**src/cfs_defs.svh**
```systemverilog
`ifndef CFS_DEFS_SVH
`define CFS_DEFS_SVH
// ---------------------------------------------
// register map
// ---------------------------------------------
`define CFS_REG_CTRL        4'h0
`define CFS_REG_STAT        4'h4
`define CFS_CTRL_AUTO       0
`define CFS_CTRL_USRCLK     1
`define CFS_CTRL_RST_AUTO   1'h1
`define CFS_CTRL_RST_USRCLK 1'h0
// ---------------------------------------------
// timing
// ---------------------------------------------
`define CFS_MCLK_NS         25
`define CFS_OSC_NS          100
`define CFS_RESTART_US      230
`define CFS_INIT_BASE       3185
`define CFS_INIT_SEC        3192
// pins hold their accepted level from the fourth edge on
`define CFS_SETTLE          4'h5
`define CFS_OD_LOW          1'h0
// ---------------------------------------------
// scheme_select codes
// ---------------------------------------------
`define CFS_SEL_ASER_STD33  4'h2
`define CFS_SEL_ASER_STD30  4'h3
`define CFS_SEL_ASER_FAST33 4'hD
`define CFS_SEL_ASER_FAST30 4'h4
`define CFS_SEL_APAR_STD33  4'h7
`define CFS_SEL_APAR_STD30  4'hB
`define CFS_SEL_APAR_STD18  4'h8
`define CFS_SEL_APAR_FAST33 4'h5
`define CFS_SEL_APAR_FAST18 4'h6
`define CFS_SEL_PSER_STD    4'h0
`define CFS_SEL_PSER_FAST   4'hC
`define CFS_SEL_FPAR_33     4'hE
`define CFS_SEL_FPAR_18_B   4'hF
`define CFS_SEL_FPAR_18_S   4'h1
`endif

```
**src/cfs_pkg.sv**
```systemverilog
package cfs_pkg;
   // ---------------------------------------------
   // sequencer states
   // ---------------------------------------------
   typedef enum logic [3:0] {
      ST_POR, ST_RESET, ST_LOAD, ST_ERROR,
      ST_DONE_WAIT, ST_INIT, ST_USER
   } cfs_state_e;
   // ---------------------------------------------
   // decoded configuration scheme
   // ---------------------------------------------
   typedef enum logic [2:0] {
      SCH_NONE, SCH_ACTIVE_SERIAL, SCH_ACTIVE_PARALLEL,
      SCH_PASSIVE_SERIAL, SCH_FAST_PASSIVE_PARALLEL,
      SCH_FAST_PASSIVE_PARALLEL_ENC
   } cfs_scheme_e;
   typedef struct packed {
      cfs_scheme_e scheme;   // scheme family
      logic        fast_por; // fast power-on reset
      logic        valid;    // code legal here
   } cfs_scheme_s;
endpackage

```
**src/cfs_ctrl.sv**
```systemverilog
// How it works
// [RL1] frame error: status low, load_complete low
// [RL2] auto restart: release status after timeout
// [RL3] host pulses reconfig low for restart
// [RL4] default init clock: internal 10 MHz
// [RL5] internal clock needs no user clock
// [RL6] user clock option: only init clock
// [RL7] loading ignores user startup clock
// [RL8] count 3185 or 3192 init cycles
// [RL9] host keeps user clock during restart
// [RL10] startup_complete low after option frame
// [RL11] release startup_complete on user mode
// [RL12] user mode drops weak pull-ups
// [RL13] decode active serial codes
// [RL14] base only: decode active parallel codes
// [RL15] decode passive serial codes
// [RL16] decode fast passive parallel codes
// [RL17] secure only: encrypted parallel codes
// [RL18] test port load overrides scheme_select
// [RL19] no top select bit: limited decode
// [RL20] release load_complete after all data
// [RL21] reconfig low holds device in reset
// [RL22] sample select once, invalid blocks load
// [RL23] init counter clears on reset, error
`timescale 1ns/1ps
`include "cfs_defs.svh"
module cfs_ctrl
   import cfs_pkg::*;
#(
   parameter logic        SECURE      = 1'h0,
   parameter logic        HAS_SEL3    = 1'h1,
   parameter int unsigned CNT_W       = 14,
   parameter int unsigned RESTART_CYC =
      `CFS_RESTART_US * 1000 / `CFS_MCLK_NS,
   parameter int unsigned INIT_CYC    =
      SECURE ? `CFS_INIT_SEC : `CFS_INIT_BASE
) (
   input  wire logic        mclk,
   input  wire logic        resetn,
   input  wire logic        ce,
   input  wire logic [3:0]  addr,
   input  wire logic [31:0] wdata,
   input  wire logic        wr,
   input  wire logic        rd,
   output logic      [31:0] rdata,
   input  wire logic        reconfig_request_n,
   input  wire logic [3:0]  scheme_select,
   input  wire logic        user_startup_clock,
   input  wire logic        test_port_active,
   input  wire logic        frame_error,
   input  wire logic        load_last,
   input  wire logic        option_valid,
   input  wire logic        option_startup_en,
   input  wire logic        config_status_n_i,
   output logic             config_status_n_o,
   output logic             config_status_n_oe,
   input  wire logic        load_complete_i,
   output logic             load_complete_o,
   output logic             load_complete_oe,
   input  wire logic        startup_complete_i,
   output logic             startup_complete_o,
   output logic             startup_complete_oe,
   output logic             load_enable,
   output logic             user_mode,
   output logic             weak_pullup_en,
   output cfs_scheme_s      scheme
);
   localparam int unsigned OSC_DIV = `CFS_OSC_NS / `CFS_MCLK_NS;
   localparam int unsigned NPIN = 8;

   // ---------------------------------------------
   // scheme decode
   // ---------------------------------------------
   function automatic cfs_scheme_s cfs_decode(
      input logic [3:0] sel
   );
      cfs_scheme_s d;
      logic [3:0]  s;
      d = '{SCH_NONE, 1'h0, 1'h0};
      // short packages see only the low three bits
      s = HAS_SEL3 ? sel : {1'h0, sel[2:0]}; // [RL19]
      case (s)
         `CFS_SEL_ASER_STD33, `CFS_SEL_ASER_STD30:
            d = '{SCH_ACTIVE_SERIAL, 1'h0, 1'h1}; // [RL13]
         `CFS_SEL_ASER_FAST33:
            d = '{SCH_ACTIVE_SERIAL, 1'h1, 1'h1}; // [RL13]
         `CFS_SEL_ASER_FAST30: begin
            // low-voltage fast variant needs the top bit
            if (HAS_SEL3) begin
               d = '{SCH_ACTIVE_SERIAL, 1'h1, 1'h1}; // [RL19]
            end
         end
         `CFS_SEL_APAR_STD33, `CFS_SEL_APAR_STD30,
         `CFS_SEL_APAR_STD18: begin
            if (!SECURE && HAS_SEL3) begin
               d = '{SCH_ACTIVE_PARALLEL, 1'h0, 1'h1}; // [RL14]
            end
         end
         // shared with the encrypted parallel codes
         `CFS_SEL_APAR_FAST33, `CFS_SEL_APAR_FAST18: begin
            if (SECURE) begin
               d = '{SCH_FAST_PASSIVE_PARALLEL_ENC,
                     1'h1, 1'h1}; // [RL17]
            end else if (HAS_SEL3) begin
               d = '{SCH_ACTIVE_PARALLEL, 1'h1, 1'h1}; // [RL14]
            end
         end
         `CFS_SEL_PSER_STD:
            d = '{SCH_PASSIVE_SERIAL, 1'h0, 1'h1}; // [RL15]
         `CFS_SEL_PSER_FAST:
            d = '{SCH_PASSIVE_SERIAL, 1'h1, 1'h1}; // [RL15]
         `CFS_SEL_FPAR_33:
            d = '{SCH_FAST_PASSIVE_PARALLEL,
                  1'h1, 1'h1}; // [RL16]
         `CFS_SEL_FPAR_18_B: begin
            if (!SECURE) begin
               d = '{SCH_FAST_PASSIVE_PARALLEL,
                     1'h1, 1'h1}; // [RL16]
            end
         end
         `CFS_SEL_FPAR_18_S: begin
            if (SECURE) begin
               d = '{SCH_FAST_PASSIVE_PARALLEL,
                     1'h1, 1'h1}; // [RL16]
            end
         end
         default: d = '{SCH_NONE, 1'h0, 1'h0}; // [RL22]
      endcase
      return d;
   endfunction

   // ---------------------------------------------
   // pin synchronisers
   // ---------------------------------------------
   logic [NPIN-1:0] pin_raw;   // asynchronous pin levels
   logic [NPIN-1:0] s1_reg;    // first stage, feeds s2 only
   logic [NPIN-1:0] s2_reg;    // second stage
   logic [NPIN-1:0] s3_reg;    // third stage
   logic [NPIN-1:0] filt_reg;  // accepted levels
   logic [NPIN-1:0] filt_next;
   logic            rcfg;      // filtered reconfig_request_n
   logic            stat_in;   // filtered status line
   logic            done_in;   // filtered load_complete line
   logic            usr_edge;  // accepted user clock rise

   assign pin_raw = {user_startup_clock, load_complete_i,
                     config_status_n_i, reconfig_request_n,
                     scheme_select};

   // a change counts once stages two and three agree
   genvar gi;
   generate
      for (gi = 0; gi < NPIN; gi++) begin : g_filt
         always_comb begin
            filt_next[gi] = (s2_reg[gi] == s3_reg[gi]) ?
                            s2_reg[gi] : filt_reg[gi];
         end
      end
   endgenerate

   // shift the three stages
   always_ff @(posedge mclk or negedge resetn) begin
      if (!resetn) begin
         s1_reg   <= '0;
         s2_reg   <= '0;
         s3_reg   <= '0;
         filt_reg <= '0;
      end else if (ce) begin
         s1_reg   <= pin_raw;
         s2_reg   <= s1_reg;
         s3_reg   <= s2_reg;
         filt_reg <= filt_next;
      end
   end

   assign rcfg     = filt_reg[4];
   assign stat_in  = filt_reg[5];
   assign done_in  = filt_reg[6];
   assign usr_edge = filt_next[7] & ~filt_reg[7];

   // ---------------------------------------------
   // internal init oscillator
   // ---------------------------------------------
   logic [2:0] div_reg;  // divider phase
   logic [2:0] div_next;
   logic       osc_tick; // one pulse per oscillator period

   // divide mclk down to the init oscillator rate
   always_comb begin
      osc_tick = (div_reg == 3'(OSC_DIV - 1));
      div_next = osc_tick ? '0 : div_reg + 3'h1;
   end

   always_ff @(posedge mclk or negedge resetn) begin
      if (!resetn) begin
         div_reg <= '0;
      end else if (ce) begin
         div_reg <= div_next;
      end
   end

   // ---------------------------------------------
   // register port
   // ---------------------------------------------
   logic        auto_reg;   // restart after error
   logic        auto_next;
   logic        usrck_reg;  // init from user clock
   logic        usrck_next;
   logic [31:0] rdata_reg;
   logic [31:0] rdata_next;
   cfs_state_e  state_reg;
   cfs_state_e  state_next;
   logic        stat_oe_reg;
   logic        done_oe_reg;
   logic        start_oe_reg;
   logic        pull_reg;
   logic        user_reg;
   cfs_scheme_s scheme_reg;

   // write control, read control or status
   always_comb begin
      auto_next  = auto_reg;
      usrck_next = usrck_reg;
      rdata_next = '0;
      if (wr && addr == `CFS_REG_CTRL) begin
         auto_next  = wdata[`CFS_CTRL_AUTO];
         usrck_next = wdata[`CFS_CTRL_USRCLK];
      end
      if (rd) begin
         unique case (addr)
            `CFS_REG_CTRL: rdata_next = {30'h0, usrck_reg, auto_reg};
            `CFS_REG_STAT: rdata_next = {18'h0, user_reg, pull_reg,
                                         start_oe_reg, done_oe_reg,
                                         stat_oe_reg, scheme_reg,
                                         state_reg};
            default:       rdata_next = '0;
         endcase
      end
   end

   always_ff @(posedge mclk or negedge resetn) begin
      if (!resetn) begin
         auto_reg  <= `CFS_CTRL_RST_AUTO;
         usrck_reg <= `CFS_CTRL_RST_USRCLK;
         rdata_reg <= '0;
      end else if (ce) begin
         auto_reg  <= auto_next;
         usrck_reg <= usrck_next;
         rdata_reg <= rdata_next;
      end
   end

   // ---------------------------------------------
   // configuration sequencer
   // ---------------------------------------------
   logic [CNT_W-1:0] cnt_reg;  // settle, timeout, init count
   logic [CNT_W-1:0] cnt_next;
   logic             stat_oe_next;
   logic             done_oe_next;
   logic             start_oe_next;
   logic             pull_next;
   logic             user_next;
   logic             load_en_reg;
   logic             load_en_next;
   cfs_scheme_s      scheme_next;
   logic             init_tick;

   // user clock alone, or oscillator alone
   assign init_tick = usrck_reg ? usr_edge : osc_tick; // [RL4][RL6]

   always_comb begin
      state_next    = state_reg;
      cnt_next      = cnt_reg;
      stat_oe_next  = stat_oe_reg;
      done_oe_next  = done_oe_reg;
      start_oe_next = start_oe_reg;
      pull_next     = pull_reg;
      user_next     = user_reg;
      load_en_next  = 1'h0;
      scheme_next   = scheme_reg;
      unique case (state_reg)
         // let the synchronisers settle, sample once
         ST_POR: begin
            cnt_next = cnt_reg + 1'h1;
            if (cnt_reg == CNT_W'(`CFS_SETTLE)) begin
               scheme_next = cfs_decode(filt_reg[3:0]); // [RL22]
               cnt_next    = '0;
               state_next  = ST_RESET;
            end
         end
         // release status once the request is high
         ST_RESET: begin
            stat_oe_next = ~rcfg; // [RL21]
            if (rcfg && stat_in) begin
               state_next = ST_LOAD;
            end
         end
         // loading, deaf to the user clock
         ST_LOAD: begin
            load_en_next = test_port_active |
                           scheme_reg.valid; // [RL18][RL22][RL7]
            if (load_en_reg && frame_error) begin
               stat_oe_next = 1'h1; // [RL1]
               cnt_next     = '0;   // [RL23]
               state_next   = ST_ERROR;
            end else if (load_en_reg && load_last) begin
               done_oe_next = 1'h0; // [RL20]
               state_next   = ST_DONE_WAIT;
            end else if (load_en_reg && option_valid) begin
               start_oe_next = option_startup_en; // [RL10]
            end
         end
         // hold status low; time out when enabled
         ST_ERROR: begin
            if (auto_reg) begin
               cnt_next = cnt_reg + 1'h1;
               if (cnt_reg == CNT_W'(RESTART_CYC - 1)) begin
                  stat_oe_next  = 1'h0; // [RL2]
                  start_oe_next = 1'h0; // [RL10]
                  cnt_next      = '0;
                  state_next   = ST_RESET;
               end
            end
         end
         // wait for the shared done line to rise
         ST_DONE_WAIT: begin
            if (done_in) begin
               cnt_next   = '0;
               state_next = ST_INIT;
            end
         end
         // count init clocks then enter user mode
         ST_INIT: begin
            if (init_tick) begin
               cnt_next = cnt_reg + 1'h1; // [RL5]
               if (cnt_reg == CNT_W'(INIT_CYC - 1)) begin // [RL8]
                  cnt_next      = '0;
                  start_oe_next = 1'h0; // [RL11]
                  pull_next     = 1'h0; // [RL12]
                  user_next     = 1'h1;
                  state_next    = ST_USER;
               end
            end
         end
         ST_USER: begin
            user_next = 1'h1;
         end
         default: state_next = ST_RESET;
      endcase
      // request low overrides everything after power-up
      if (!rcfg && state_reg != ST_POR) begin
         state_next    = ST_RESET; // [RL21]
         stat_oe_next  = 1'h1;
         done_oe_next  = 1'h1;
         start_oe_next = 1'h0;
         pull_next     = 1'h1;
         user_next     = 1'h0;
         load_en_next  = 1'h0;
         cnt_next      = '0;       // [RL23]
      end
   end

   always_ff @(posedge mclk or negedge resetn) begin
      if (!resetn) begin
         state_reg    <= ST_POR;
         cnt_reg      <= '0;
         stat_oe_reg  <= 1'h1;
         done_oe_reg  <= 1'h1;
         start_oe_reg <= 1'h0;
         pull_reg     <= 1'h1;
         user_reg     <= 1'h0;
         load_en_reg  <= 1'h0;
         scheme_reg   <= '{SCH_NONE, 1'h0, 1'h0};
      end else if (ce) begin
         state_reg    <= state_next;
         cnt_reg      <= cnt_next;
         stat_oe_reg  <= stat_oe_next;
         done_oe_reg  <= done_oe_next;
         start_oe_reg <= start_oe_next;
         pull_reg     <= pull_next;
         user_reg     <= user_next;
         load_en_reg  <= load_en_next;
         scheme_reg   <= scheme_next;
      end
   end

   // ---------------------------------------------
   // outputs
   // ---------------------------------------------
   assign rdata               = rdata_reg;
   assign config_status_n_o   = `CFS_OD_LOW;
   assign config_status_n_oe  = stat_oe_reg;
   assign load_complete_o     = `CFS_OD_LOW;
   assign load_complete_oe    = done_oe_reg;
   assign startup_complete_o  = `CFS_OD_LOW;
   assign startup_complete_oe = start_oe_reg;
   assign load_enable         = load_en_reg;
   assign user_mode           = user_reg;
   assign weak_pullup_en      = pull_reg;
   assign scheme              = scheme_reg;
endmodule

```
**config.mk**
```make
export PLATFORM = sky130hd
export DESIGN_NAME = cfs_ctrl
export DESIGN_NICKNAME = d
export VERILOG_FILES = /design/src/cfs_pkg.sv /design/src/cfs_ctrl.sv
export VERILOG_INCLUDE_DIRS = /design/src
export SDC_FILE = /design/constraint.sdc
export NUM_CORES = 1
export LEC_CHECK = 0
export BUFFER_PORTS_ARGS = -buffer_cell sky130_fd_sc_hd__buf_2
export CAP_MARGIN = 40
export CORE_MARGIN = 3
export CORE_UTILIZATION = 35
export CTS_CLUSTER_SIZE = 14
export DETAILED_ROUTE_END_ITERATION = 8
export PLACE_DENSITY = 0.56
export SLEW_MARGIN = 20
export SYNTH_ARGS = -nofsm -noshare
export SYNTH_HDL_FRONTEND = slang
export SYNTH_SLANG_ARGS = --single-unit
```
**constraint.sdc**
```tcl
create_clock -name mclk -period 3.1 [get_ports mclk]
set_input_delay 0.465 -clock mclk [delete_from_list [all_inputs] [get_ports mclk]]
set_output_delay 0.465 -clock mclk [all_outputs]
set_load 0.02 [all_outputs]
```
==> metrics.md, run 1 <==
| Metric | Value |
|---|---|
| Status | `completed` |
| RSZ-0062 raised after global routing | `false` |
| CTS resizes | `0` |
| Top-Level Pins | `slightly above 100` |
| Initial antenna violation count | `0` |
| Simple-gate share of the synthesized area | `18.5%` |
| EDFF count, synth | `0` |
| Setup crit end kind | `register` |
| DRT Pass-1 Iters | `4` |
| Initial core utilization | `36.6%` |
| Synth Area in XOR/XNOR | `0%` |
| Max clock buf depth | `2` |
| Skew-Pair Late Insertion Delay | `between 0.3 and 0.4 ns` |
| # fillers | `~1.1k` |
| Routed Wire Length | `8.36 mm` |
| Synth area leaders | `dfrtp_1, mux2_2, buf_4` |
| Syn avg cell area | `9.80 um^2` |
| Sequential area share after synthesis | `48.0%` |
| Full die area | `13000 um^2` |
| Grt total ovfl | `0` |
| Crit path max fanout | `10` |
| Proportion of synthesized area in mux cells | `8.75%` |
| Max IR drop VDD | `0.253 mV` |
| Req. time, crit path | `between 3 and 4 ns` |
| Routed vias | `roughly 3.0k` |
| Final Hold Vio Count | `0` |
| Most frequent cells in the layout | `dfrtp_1, buf_2, nand2_1` |
| Post-route cell area | `about 4700 um^2` |
| TNS Setup | `0 ns` |
| Synth Flop Type | `dfrtp_1` |
| Worst path max stage delay | `~0.52 ns` |
| Register area | `1960 um^2` |
| Avg WL per Cell | `13.9 um` |
| Clock Sinks | `78` |
| Largest area contributor in the netlist | `dfrtp_1` |
| CTS tree | `done` |
| Global placer's final weighted congestion | `0.807` |
| Compound-gate portion of the synthesized area | `15.3%` |
| Total track usage | `a little over an eighth` |
| Leak | `2.08 nW` |
| IO buf count | `47` |
| First-pass GRT wire length | `~14 mm` |
| Height of the die | `114 um` |
| Largest net degree at the start of global routing | `42` |
| Final ANT Viol Nets | `0` |
| Synth top area share | `between 40% and 50%` |
| Setup CP Type | `reg -> reg` |
| Critical path launch point type | `register` |
| Clock skew | `0.00744 ns` |
| Largest family of logic cells by synthesized area | `simple AND/OR/NAND/NOR gates` |
| Relative slew slack | `50.1%` |
| CP arrival | `about 2.8 ns` |
| PwrDens | `602 nW/um^2` |
| Commonest non-fill, non-tap cell in the layout | `dfrtp_1` |
| Crit path time final | `roughly 2.6 ns` |
| Slew @ Worst Pin | `0.745 ns` |
| Dpl hpwl | `5.84 mm` |
| Area grow syn2layout | `14.7%` |
| Post-Syn Area | `4080 um^2` |
| CTS Buf Count | `9` |
| Postcts setup bufs | `0` |
| Vias in the first global route | `just under 3k` |
| Routed vias/inst | `5.07` |
| Cells after Synth | `around 420` |
| Dpl cell area | `4360 um^2` |
| Netlist cell types | `57` |
| Worst hold path class | `in -> async` |
| Final worst-path cycle share | `83.8%` |
| Max reg flops | `14` |
| Worst path cell trace | `inv_1 > ha_1 > or4bb_1 > nor4_4 > o22ai_2 > o22ai_4 > buf_4 > o21ai_0 > a22o_1` |
| Adder-cell share of the synthesized area | `under 10%` |
| Max_cap viols | `0` |
| Ys async rst share | `between 90% and 100%` |
| Max Fclk | `385 MHz` |
| Antenna cell count | `0` |
| NumNets Final | `516` |
| Top Family by Delay on Critical Path | `simple AND/OR/NAND/NOR gates` |
| Slew Viols, Final | `0` |
| Remaining DRCs | `0` |
| FF-to-FF setup slack | `around 0.50 ns` |
| Share of layout cells above drive strength 1 | `24.1%` |
| Crit-path slowest cell | `or4bb_1` |
| Die Wd | `roughly 110 um` |
| Synth Warn # | `0` |
| Worst-path clk slew | `approximately 0.06 ns` |
| Multi-input logic area | `between 1500 and 2000 um^2` |
| H-tree levels | `3` |
| Crit path buffers/inverters | `2` |
| Rows | `38` |
| Yosys reg bits | `78` |
| Initial drt markers | `180` |
| # setup viols final | `0` |
| Core Footprint | `~11000 um^2` |
| CTS Root Cell | `clkbuf_16` |
| Post-CTS Hold Buffers | `0` |
## worst register-to-register path, cell delays in order, from the launching register on
cell and delay, ns:
dfrtp_1 0.44, inv_1 0.08, ha_1 0.13, or4bb_1 0.52, nor4_4 0.29, o22ai_2 0.18
o22ai_4 0.31, buf_4 0.23, o21ai_0 0.10, a22o_1 0.21
## kinds of logic (layout without fill, tap and decap cells)
group	after synthesis	after routing
and+or+nand+nor	139	139
AOI/OAI and AO/OA	98	98
DFF	78	78
buffers and inverters	64	88
muxes	32	32
adders and majority gates	4	4
other	1	22
## layer usage
metal	vias to the layer above	track usage (%)	routed length (um)
li1	1513	-	-
met1	1467	18.6	4130
met2	63	20.3	3830
met3	2	4.24	354
met4	0	4.59	51
met5	-	0	0
## report_power, final
part	leakage [nW]	total, mW	switching [mW]	internal, mW
combinational	0.956	0.394	0.199	0.195
clock	0.145	1.12	0.413	0.703
sequential	0.979	1.30	0.158	1.14
total	2.08	2.81	0.770	2.04
## metrics by stage
step	worst slack, ns	instances	hold slack, ns	total power [mW]	util [%]
after floorplan	0.827	437	0.169	1.61	-
after global placement	0.523	585	0.467	1.69	39.0
after detailed placement	0.495	586	0.479	1.72	39.2
after CTS	0.491	601	0.117	2.85	42.0
after global routing	0.386	601	0.133	2.98	42.0
final	0.501	601	0.102	2.81	42.0
## cell type report
cell class                      count  area share [%]
Multi-Input combinational cell    295            39.9
Sequential cell                    78            41.9
Clock inverter                      5            1.79
Tap cell                          140            3.75
Inverter                           22            1.77
Timing Repair Buffer               51            6.00
Clock buffer                       10            4.90
## synth_stat cells, drive strengths merged (5+ instances only)
cell type   n
a21oi      24
a22o        8
buf        28
clkbuf     14
dfrtp      74
inv        22
mux2       29
nand2      42
nand2b     13
nand3      13
nor2       28
nor2b       5
nor3        7
nor4        7
o21ai      35
o22ai       6
## final timing paths
check	startpoint	to	cells past startpoint
setup / recovery	cnt_reg[0]	cnt_reg[5]	9
hold / removal	resetn	s1_reg[6]	1
setup reg to reg	cnt_reg[0]	cnt_reg[5]	9
hold reg to reg	s3_reg[4]	filt_reg[4]	2
max in group asynchronous	resetn	load_complete_oe	2
min in group mclk	reconfig_request_n	s1_reg[4]	2
Power figures use the tool's default switching activity.
==> inputs of run 2 (changes only) <==
==> constraint.sdc (replaced) <==
create_clock -name mclk -period 2.66 [get_ports mclk]
set_input_delay 0.399 -clock mclk [delete_from_list [all_inputs] [get_ports mclk]]
set_output_delay 0.399 -clock mclk [all_outputs]
set_load 0.02 [all_outputs]
==> metrics.md, run 2 (same netlist as run 1, synthesis figures left out) <==
| Metric | Value |
|---|---|
| Clock Sinks | `78 (unchanged)` |
| Most frequent cells in the layout | `dfrtp_1, buf_2, nand2_1` |
| Reg2reg path depth | `9 (unchanged)` |
| FF-to-FF Start | `cnt_reg[1]` |
| Height of the die | `114 um (unchanged)` |
| Routed vias | `3074 (+0.95%)` |
| Clk pwr share | `36.4% (-3.3 points)` |
| RR Endpoint | `cnt_reg[5]` |
| CTS Root Cell | `clkbuf_16` |
| Max IR drop VDD | `0.295 mV (+16%)` |
| Grt total ovfl | `0 (unchanged)` |
| Final worst setup slack | `0.157 ns (-0.345 ns)` |
| FF-to-FF setup slack | `0.16 ns (-0.34 ns)` |
| Global placer's final weighted congestion | `0.858 (+6.4%)` |
| Placed cells | `600 (+2.4%)` |
| Post-CTS Hold Buffers | `0 (unchanged)` |
| Max clock buf depth | `2 (unchanged)` |
| Skew-Pair Late Insertion Delay | `0.33 ns (about the same)` |
| Avg WL per Cell | `13.6 um (-2.0%)` |
| Initial drt markers | `176 (-2.2%)` |
| Commonest non-fill, non-tap cell in the layout | `dfrtp_1` |
| Crit path time final | `2.50 ns (-0.0955 ns)` |
| Die Wd | `114 um (unchanged)` |
| Antenna cell count | `0 (unchanged)` |
| Worst path max stage delay | `0.52 ns (about the same)` |
| Crit path buffers/inverters | `2 (unchanged)` |
| Postcts setup bufs | `0 (unchanged)` |
| Leak | `2.14 nW (+3.1%)` |
| Total track usage | `13.6% (+0.021 points)` |
| Initial antenna violation count | `0 (unchanged)` |
| NumNets Final | `530 (+2.7%)` |
| RSZ-0062 raised after global routing | `false` |
| CP arrival | `2.72 ns (-0.10 ns)` |
| Slew Viols, Final | `0 (unchanged)` |
| Setup crit end kind | `register` |
| Crit-path slowest cell | `or4bb_1` |
| # setup viols final | `0 (unchanged)` |
| H-tree levels | `3 (unchanged)` |
| Top-Level Pins | `101 (unchanged)` |
| Worst-path clk slew | `0.06 ns (about the same)` |
| Crit path max fanout | `7 (-3)` |
| Area grow syn2layout | `16.6%` |
| Initial core utilization | `36.6% (unchanged)` |
| Int Power | `2.22 mW (+8.5%)` |
| Flop pwr share | `47.8% (+1.5 points)` |
| Worst hold path class | `in -> async` |
| Dpl hpwl | `6.04 mm (+3.4%)` |
| Share of layout cells above drive strength 1 | `26.5% (+2.4 points)` |
| Req. time, crit path | `2.88 ns (-0.44 ns)` |
| Final Hold Vio Count | `0 (unchanged)` |
| Psw | `0.926 mW (+20%)` |
| Final worst-path cycle share | `94.1% (+10 points)` |
| WHS | `0.00741 ns (-0.0949 ns)` |
| Max_cap viols | `0 (unchanged)` |
| TNS Setup | `0 ns (unchanged)` |
| Post-Route Utilization | `42.7% (+0.69 points)` |
| Clock skew | `0.00348 ns (-0.00396 ns)` |
| PwrDens | `661 nW/um^2 (+9.9%)` |
| Status | `completed` |
| Remaining DRCs | `0 (unchanged)` |
| Top Family by Delay on Critical Path | `simple AND/OR/NAND/NOR gates` |
| Rows | `38 (unchanged)` |
| Max reg flops | `14 (unchanged)` |
| CTS resizes | `0 (unchanged)` |
| Switching Fraction | `29.5% (+2.1 points)` |
| Pre-CTS setup slack | `0.146 ns (-0.349 ns)` |
| Routed vias/inst | `4.99 (-1.5%)` |
| Max Fclk | `399 MHz (+3.8%)` |
| DRT Pass-1 Iters | `4 (unchanged)` |
| First-pass GRT wire length | `14.2 mm (-0.25%)` |
| Full die area | `13000 um^2 (unchanged)` |
| Crit path depth | `9 (unchanged)` |
| Post-layout total power | `3.14 mW (+12%)` |
| Core Footprint | `11100 um^2 (unchanged)` |
| Crit. Startpoint | `cnt_reg[1]` |
| Setup CP Type | `reg -> reg` |
| Largest net degree at the start of global routing | `47 (+12%)` |
| Post-route cell area | `4750 um^2 (+1.6%)` |
| End of the critical path | `cnt_reg[5]` |
| Final std cells w/o fill | `616 (+2.5%)` |
| Critical path launch point type | `register` |
| Routed Wire Length | `8.40 mm (+0.49%)` |
| CTS tree | `done` |
| Comb power frac | `15.8% (+1.8 points)` |
| Vias in the first global route | `2858 (-1.2%)` |
| CTS Buf Count | `9 (unchanged)` |
| IO buf count | `47 (unchanged)` |
| Worst path cell trace | `inv_1 > ha_1 > or4bb_1 > nor4_4 > o22ai_2 > o22ai_4 > buf_4 > o21ai_0 > a22o_1` |
| Dpl cell area | `4470 um^2 (+2.6%)` |
| Final ANT Viol Nets | `0 (unchanged)` |
==> run 2: cell types whose count changed in the layout (fill, tap and decap cells not counted) <==
cell,before,now
buf_4,4,18
clkinv_4,0,3
bufinv_16,2,0
clkinv_2,0,1
clkinvlp_4,2,1
buf_12,1,0
buf_16,0,1
==> run 2: per-layer routing <==
metal  track usage (%)  routed length, um
met1              19.5               4240
met2              20.1               3700
met3              3.08                361
met4              5.07                100
met5                 0                  0
==> run 2: final cells by class <==
class                   count  area [um^2]
fillers                  1099         6370
clock inverters             6         47.5
flip-flops and latches     78         1960
well taps                 140          175
inverters                  22         82.6
clock buffers              10          229
multi-input cells         295         1870
repair buffers             65          393
==> run 2: worst min path at each step <==
stage / from / endpoint / slack, ns / depth (start not counted)
floorplan: resetn / cnt_reg[0] / 0.10 / 0
global placement: s3_reg[4] / filt_reg[4] / 0.47 / 2
detailed placement: resetn / cnt_reg[4] / 0.38 / 1
CTS: resetn / cnt_reg[4] / 0.02 / 1
global route: resetn / cnt_reg[2] / 0.03 / 1
finish: resetn / cnt_reg[2] / 0.007 / 1
==> run 2: worst register-to-register path, cell delays in order (launching register included) <==
cell     delay, ns
dfrtp_1       0.39
inv_1         0.09
ha_1          0.13
or4bb_1       0.52
nor4_4        0.29
o22ai_2       0.18
o22ai_4       0.26
buf_4         0.21
o21ai_0       0.09
a22o_1        0.21
==> run 2: power groups by stage <==
stage	sequential [mW]	clock, mW	combinational [mW]
6_report	1.50	1.14	0.495
5_1_grt	1.53	1.23	0.560
4_1_cts	1.50	1.18	0.502
3_5_place_dp	1.52	0	0.499
3_3_place_gp	1.51	0	0.478
2_1_floorplan	1.45	0	0.426
==> inputs of run 3 (changes only) <==
--- a/config.mk
+++ b/config.mk
@@ -13,6 +13,7 @@
 export CTS_CLUSTER_SIZE = 14
 export DETAILED_ROUTE_END_ITERATION = 8
 export PLACE_DENSITY = 0.56
+export RECOVER_POWER = 50
 export SLEW_MARGIN = 20
 export SYNTH_ARGS = -nofsm -noshare
 export SYNTH_HDL_FRONTEND = slang
==> metrics.md, run 3 (same netlist as run 1, synthesis figures left out) <==
| Metric | Value |
|---|---|
| Status | `finished, violations left` |
| Violated checks | `capacitance limit, slew limit` |
| Relative slew slack | `-18.3%` |
| Max_cap viols | `1 (+1)` |
| Worst hold path class | `in -> reg` |
| GRT met2 Usage | `20.1% (unchanged)` |
| Core Footprint | `11100 um^2 (unchanged)` |
| Postcts setup bufs | `0 (unchanged)` |
| Avg WL per Cell | `13.6 um (about the same)` |
| Total track usage | `13.6% (unchanged)` |
| RSZ-0062 raised after global routing | `false` |
| Commonest non-fill, non-tap cell in the layout | `dfrtp_1` |
| Top-Level Pins | `101 (unchanged)` |
| Final Hold Vio Count | `0 (unchanged)` |
| FF-to-FF Start | `cnt_reg[1]` |
| Full die area | `13000 um^2 (unchanged)` |
| Post-layout total power | `3.14 mW (-0.13%)` |
| CTS resizes | `0 (unchanged)` |
| # setup viols final | `0 (unchanged)` |
| PwrDens | `664 nW/um^2 (+0.45%)` |
| H-tree levels | `3 (unchanged)` |
| Routed vias | `3072 (-0.065%)` |
| Height of the die | `114 um (unchanged)` |
| TNS Setup | `0 ns (unchanged)` |
| First-pass GRT wire length | `14.2 mm (unchanged)` |
| Req. time, crit path | `2.88 ns (about the same)` |
| Crit-path slowest cell | `or4bb_1` |
| DRT Pass-1 Iters | `4 (unchanged)` |
| Largest net degree at the start of global routing | `47 (unchanged)` |
| Clock Sinks | `78 (unchanged)` |
| Die Wd | `114 um (unchanged)` |
| CTS tree | `done` |
| Top Family by Delay on Critical Path | `simple AND/OR/NAND/NOR gates` |
| Routed Wire Length | `8.41 mm (about the same)` |
| Hold path start | `reconfig_request_n` |
| Hold EP | `s1_reg[4]` |
| Crit path buffers/inverters | `2 (unchanged)` |
| Slew Viols, Final | `34 (+34)` |
| Worst path max stage delay | `0.52 ns (about the same)` |
| Dpl hpwl | `6.04 mm (unchanged)` |
| CTS Buf Count | `9 (unchanged)` |
| CTS Root Cell | `clkbuf_16` |
| Area grow syn2layout | `15.9%` |
| Setup CP Type | `reg -> reg` |
| Reg2reg path depth | `9 (unchanged)` |
| Vias in the first global route | `2858 (unchanged)` |
| FF-to-FF setup slack | `0.16 ns (about the same)` |
| Share of layout cells above drive strength 1 | `26.1% (-0.42 points)` |
| Grt total ovfl | `0 (unchanged)` |
| Global placer's final weighted congestion | `0.858 (unchanged)` |
| IO buf count | `47 (unchanged)` |
| Skew-Pair Late Insertion Delay | `0.33 ns (about the same)` |
| Routed vias/inst | `4.99 (about the same)` |
| Worst-path clk slew | `0.06 ns (about the same)` |
| Post-CTS Hold Buffers | `0 (unchanged)` |
| Initial antenna violation count | `0 (unchanged)` |
| Grt peak-use layer | `met2` |
| Final worst-path cycle share | `94.0% (-0.12 points)` |
| Met3 Use GR | `3.08% (unchanged)` |
| CP arrival | `2.72 ns (about the same)` |
| Critical path launch point type | `register` |
| Slew @ Worst Pin | `1.77 ns` |
| Antenna cell count | `0 (unchanged)` |
| Crit path time final | `2.50 ns (-0.00317 ns)` |
| Remaining DRCs | `0 (unchanged)` |
| Crit path max fanout | `7 (unchanged)` |
| Dpl cell area | `4470 um^2 (unchanged)` |
| Leak | `2.13 nW (-0.70%)` |
| Initial drt markers | `169 (-4.0%)` |
| Worst path cell trace | `inv_1 > ha_1 > or4bb_1 > nor4_4 > o22ai_2 > o22ai_4 > buf_4 > o21ai_0 > a22o_1` |
| Max Fclk | `400 MHz (+0.13%)` |
| Worst Hold Depth | `2` |
| WHS | `0.290 ns (+0.282 ns)` |
| Initial core utilization | `36.6% (unchanged)` |
| Post-route cell area | `4720 um^2 (-0.58%)` |
| Final ANT Viol Nets | `0 (unchanged)` |
| Met1 usage in global routing | `19.5% (unchanged)` |
| NumNets Final | `530 (unchanged)` |
| Most frequent cells in the layout | `dfrtp_1, buf_2, nand2_1` |
| RR Endpoint | `cnt_reg[5]` |
| Clock skew | `0.00460 ns (+0.00112 ns)` |
| Max reg flops | `14 (unchanged)` |
| Max clock buf depth | `2 (unchanged)` |
| # fillers | `1103 (+0.36%)` |
| Max IR drop VDD | `0.295 mV (+0.28%)` |
| Rows | `38 (unchanged)` |
| Setup crit end kind | `register` |
run 3: changes by cell type in the layout (fill, tap and decap cells not counted):
cell and change:
buf_4 -2, clkbuf_1 +2, buf_16 -1, buf_2 -1, clkbuf_2 +1, clkbuf_4 +1
run 3: worst max-delay path by stage:
stage / from / to / slack (ns) / cells past startpoint
6_report: cnt_reg[1] / cnt_reg[5] / 0.16 / 9
5_1_grt: cnt_reg[1] / cnt_reg[7] / 0.03 / 9
4_1_cts: cnt_reg[1] / cnt_reg[5] / 0.14 / 9
3_5_place_dp: cnt_reg[1] / cnt_reg[5] / 0.15 / 9
3_3_place_gp: cnt_reg[1] / cnt_reg[8] / 0.16 / 9
2_1_floorplan: cnt_reg[0] / cnt_reg[3] / 0.39 / 9
run 3: power by group:
| part | internal, mW | leakage [nW] | switching [mW] | total [mW] |
|---|---|---|---|---|
| clock network | 0.639 | 0.133 | 0.507 | 1.15 |
| logic | 0.238 | 1.02 | 0.252 | 0.490 |
| registers | 1.33 | 0.979 | 0.168 | 1.50 |
| total | 2.21 | 2.13 | 0.927 | 3.14 |
run 3: worst reg2reg max path, stage by stage, from the launching register on:
cell and delay [ns]:
dfrtp_1 0.39, inv_1 0.09, ha_1 0.13, or4bb_1 0.52
nor4_4 0.29, o22ai_2 0.18, o22ai_4 0.26, buf_4 0.21
o21ai_0 0.09, a22o_1 0.21
run 3: area by class of cell:
cell class	instances	area [um^2]	area share (%)
sequential	78	1960	41.4
multi-input combinational	295	1870	39.5
timing repair buffer	65	365	7.74
inverter	22	82.6	1.75
tap	140	175	3.71
clock inverter	6	47.5	1.01
clock buffer	10	229	4.85
run 3: stage by stage:
| step | instances | util (%) | setup slack [ns] |
|---|---|---|---|
| floorplan | 437 | - | 0.387 |
| global placement | 599 | 40.0 | 0.159 |
| detailed placement | 600 | 40.2 | 0.146 |
| CTS | 616 | 42.7 | 0.137 |
| global route | 616 | 42.5 | 0.0305 |
| finish | 616 | 42.5 | 0.160 |
run 3: per-layer routing:
| metal | part of all wire, % | routed length [um] |
|---|---|---|
| met1 | 50 | 4190 |
| met2 | 45 | 3750 |
| met3 | 4.5 | 375 |
| met4 | 1.1 | 91 |
| met5 | 0 | 0 |
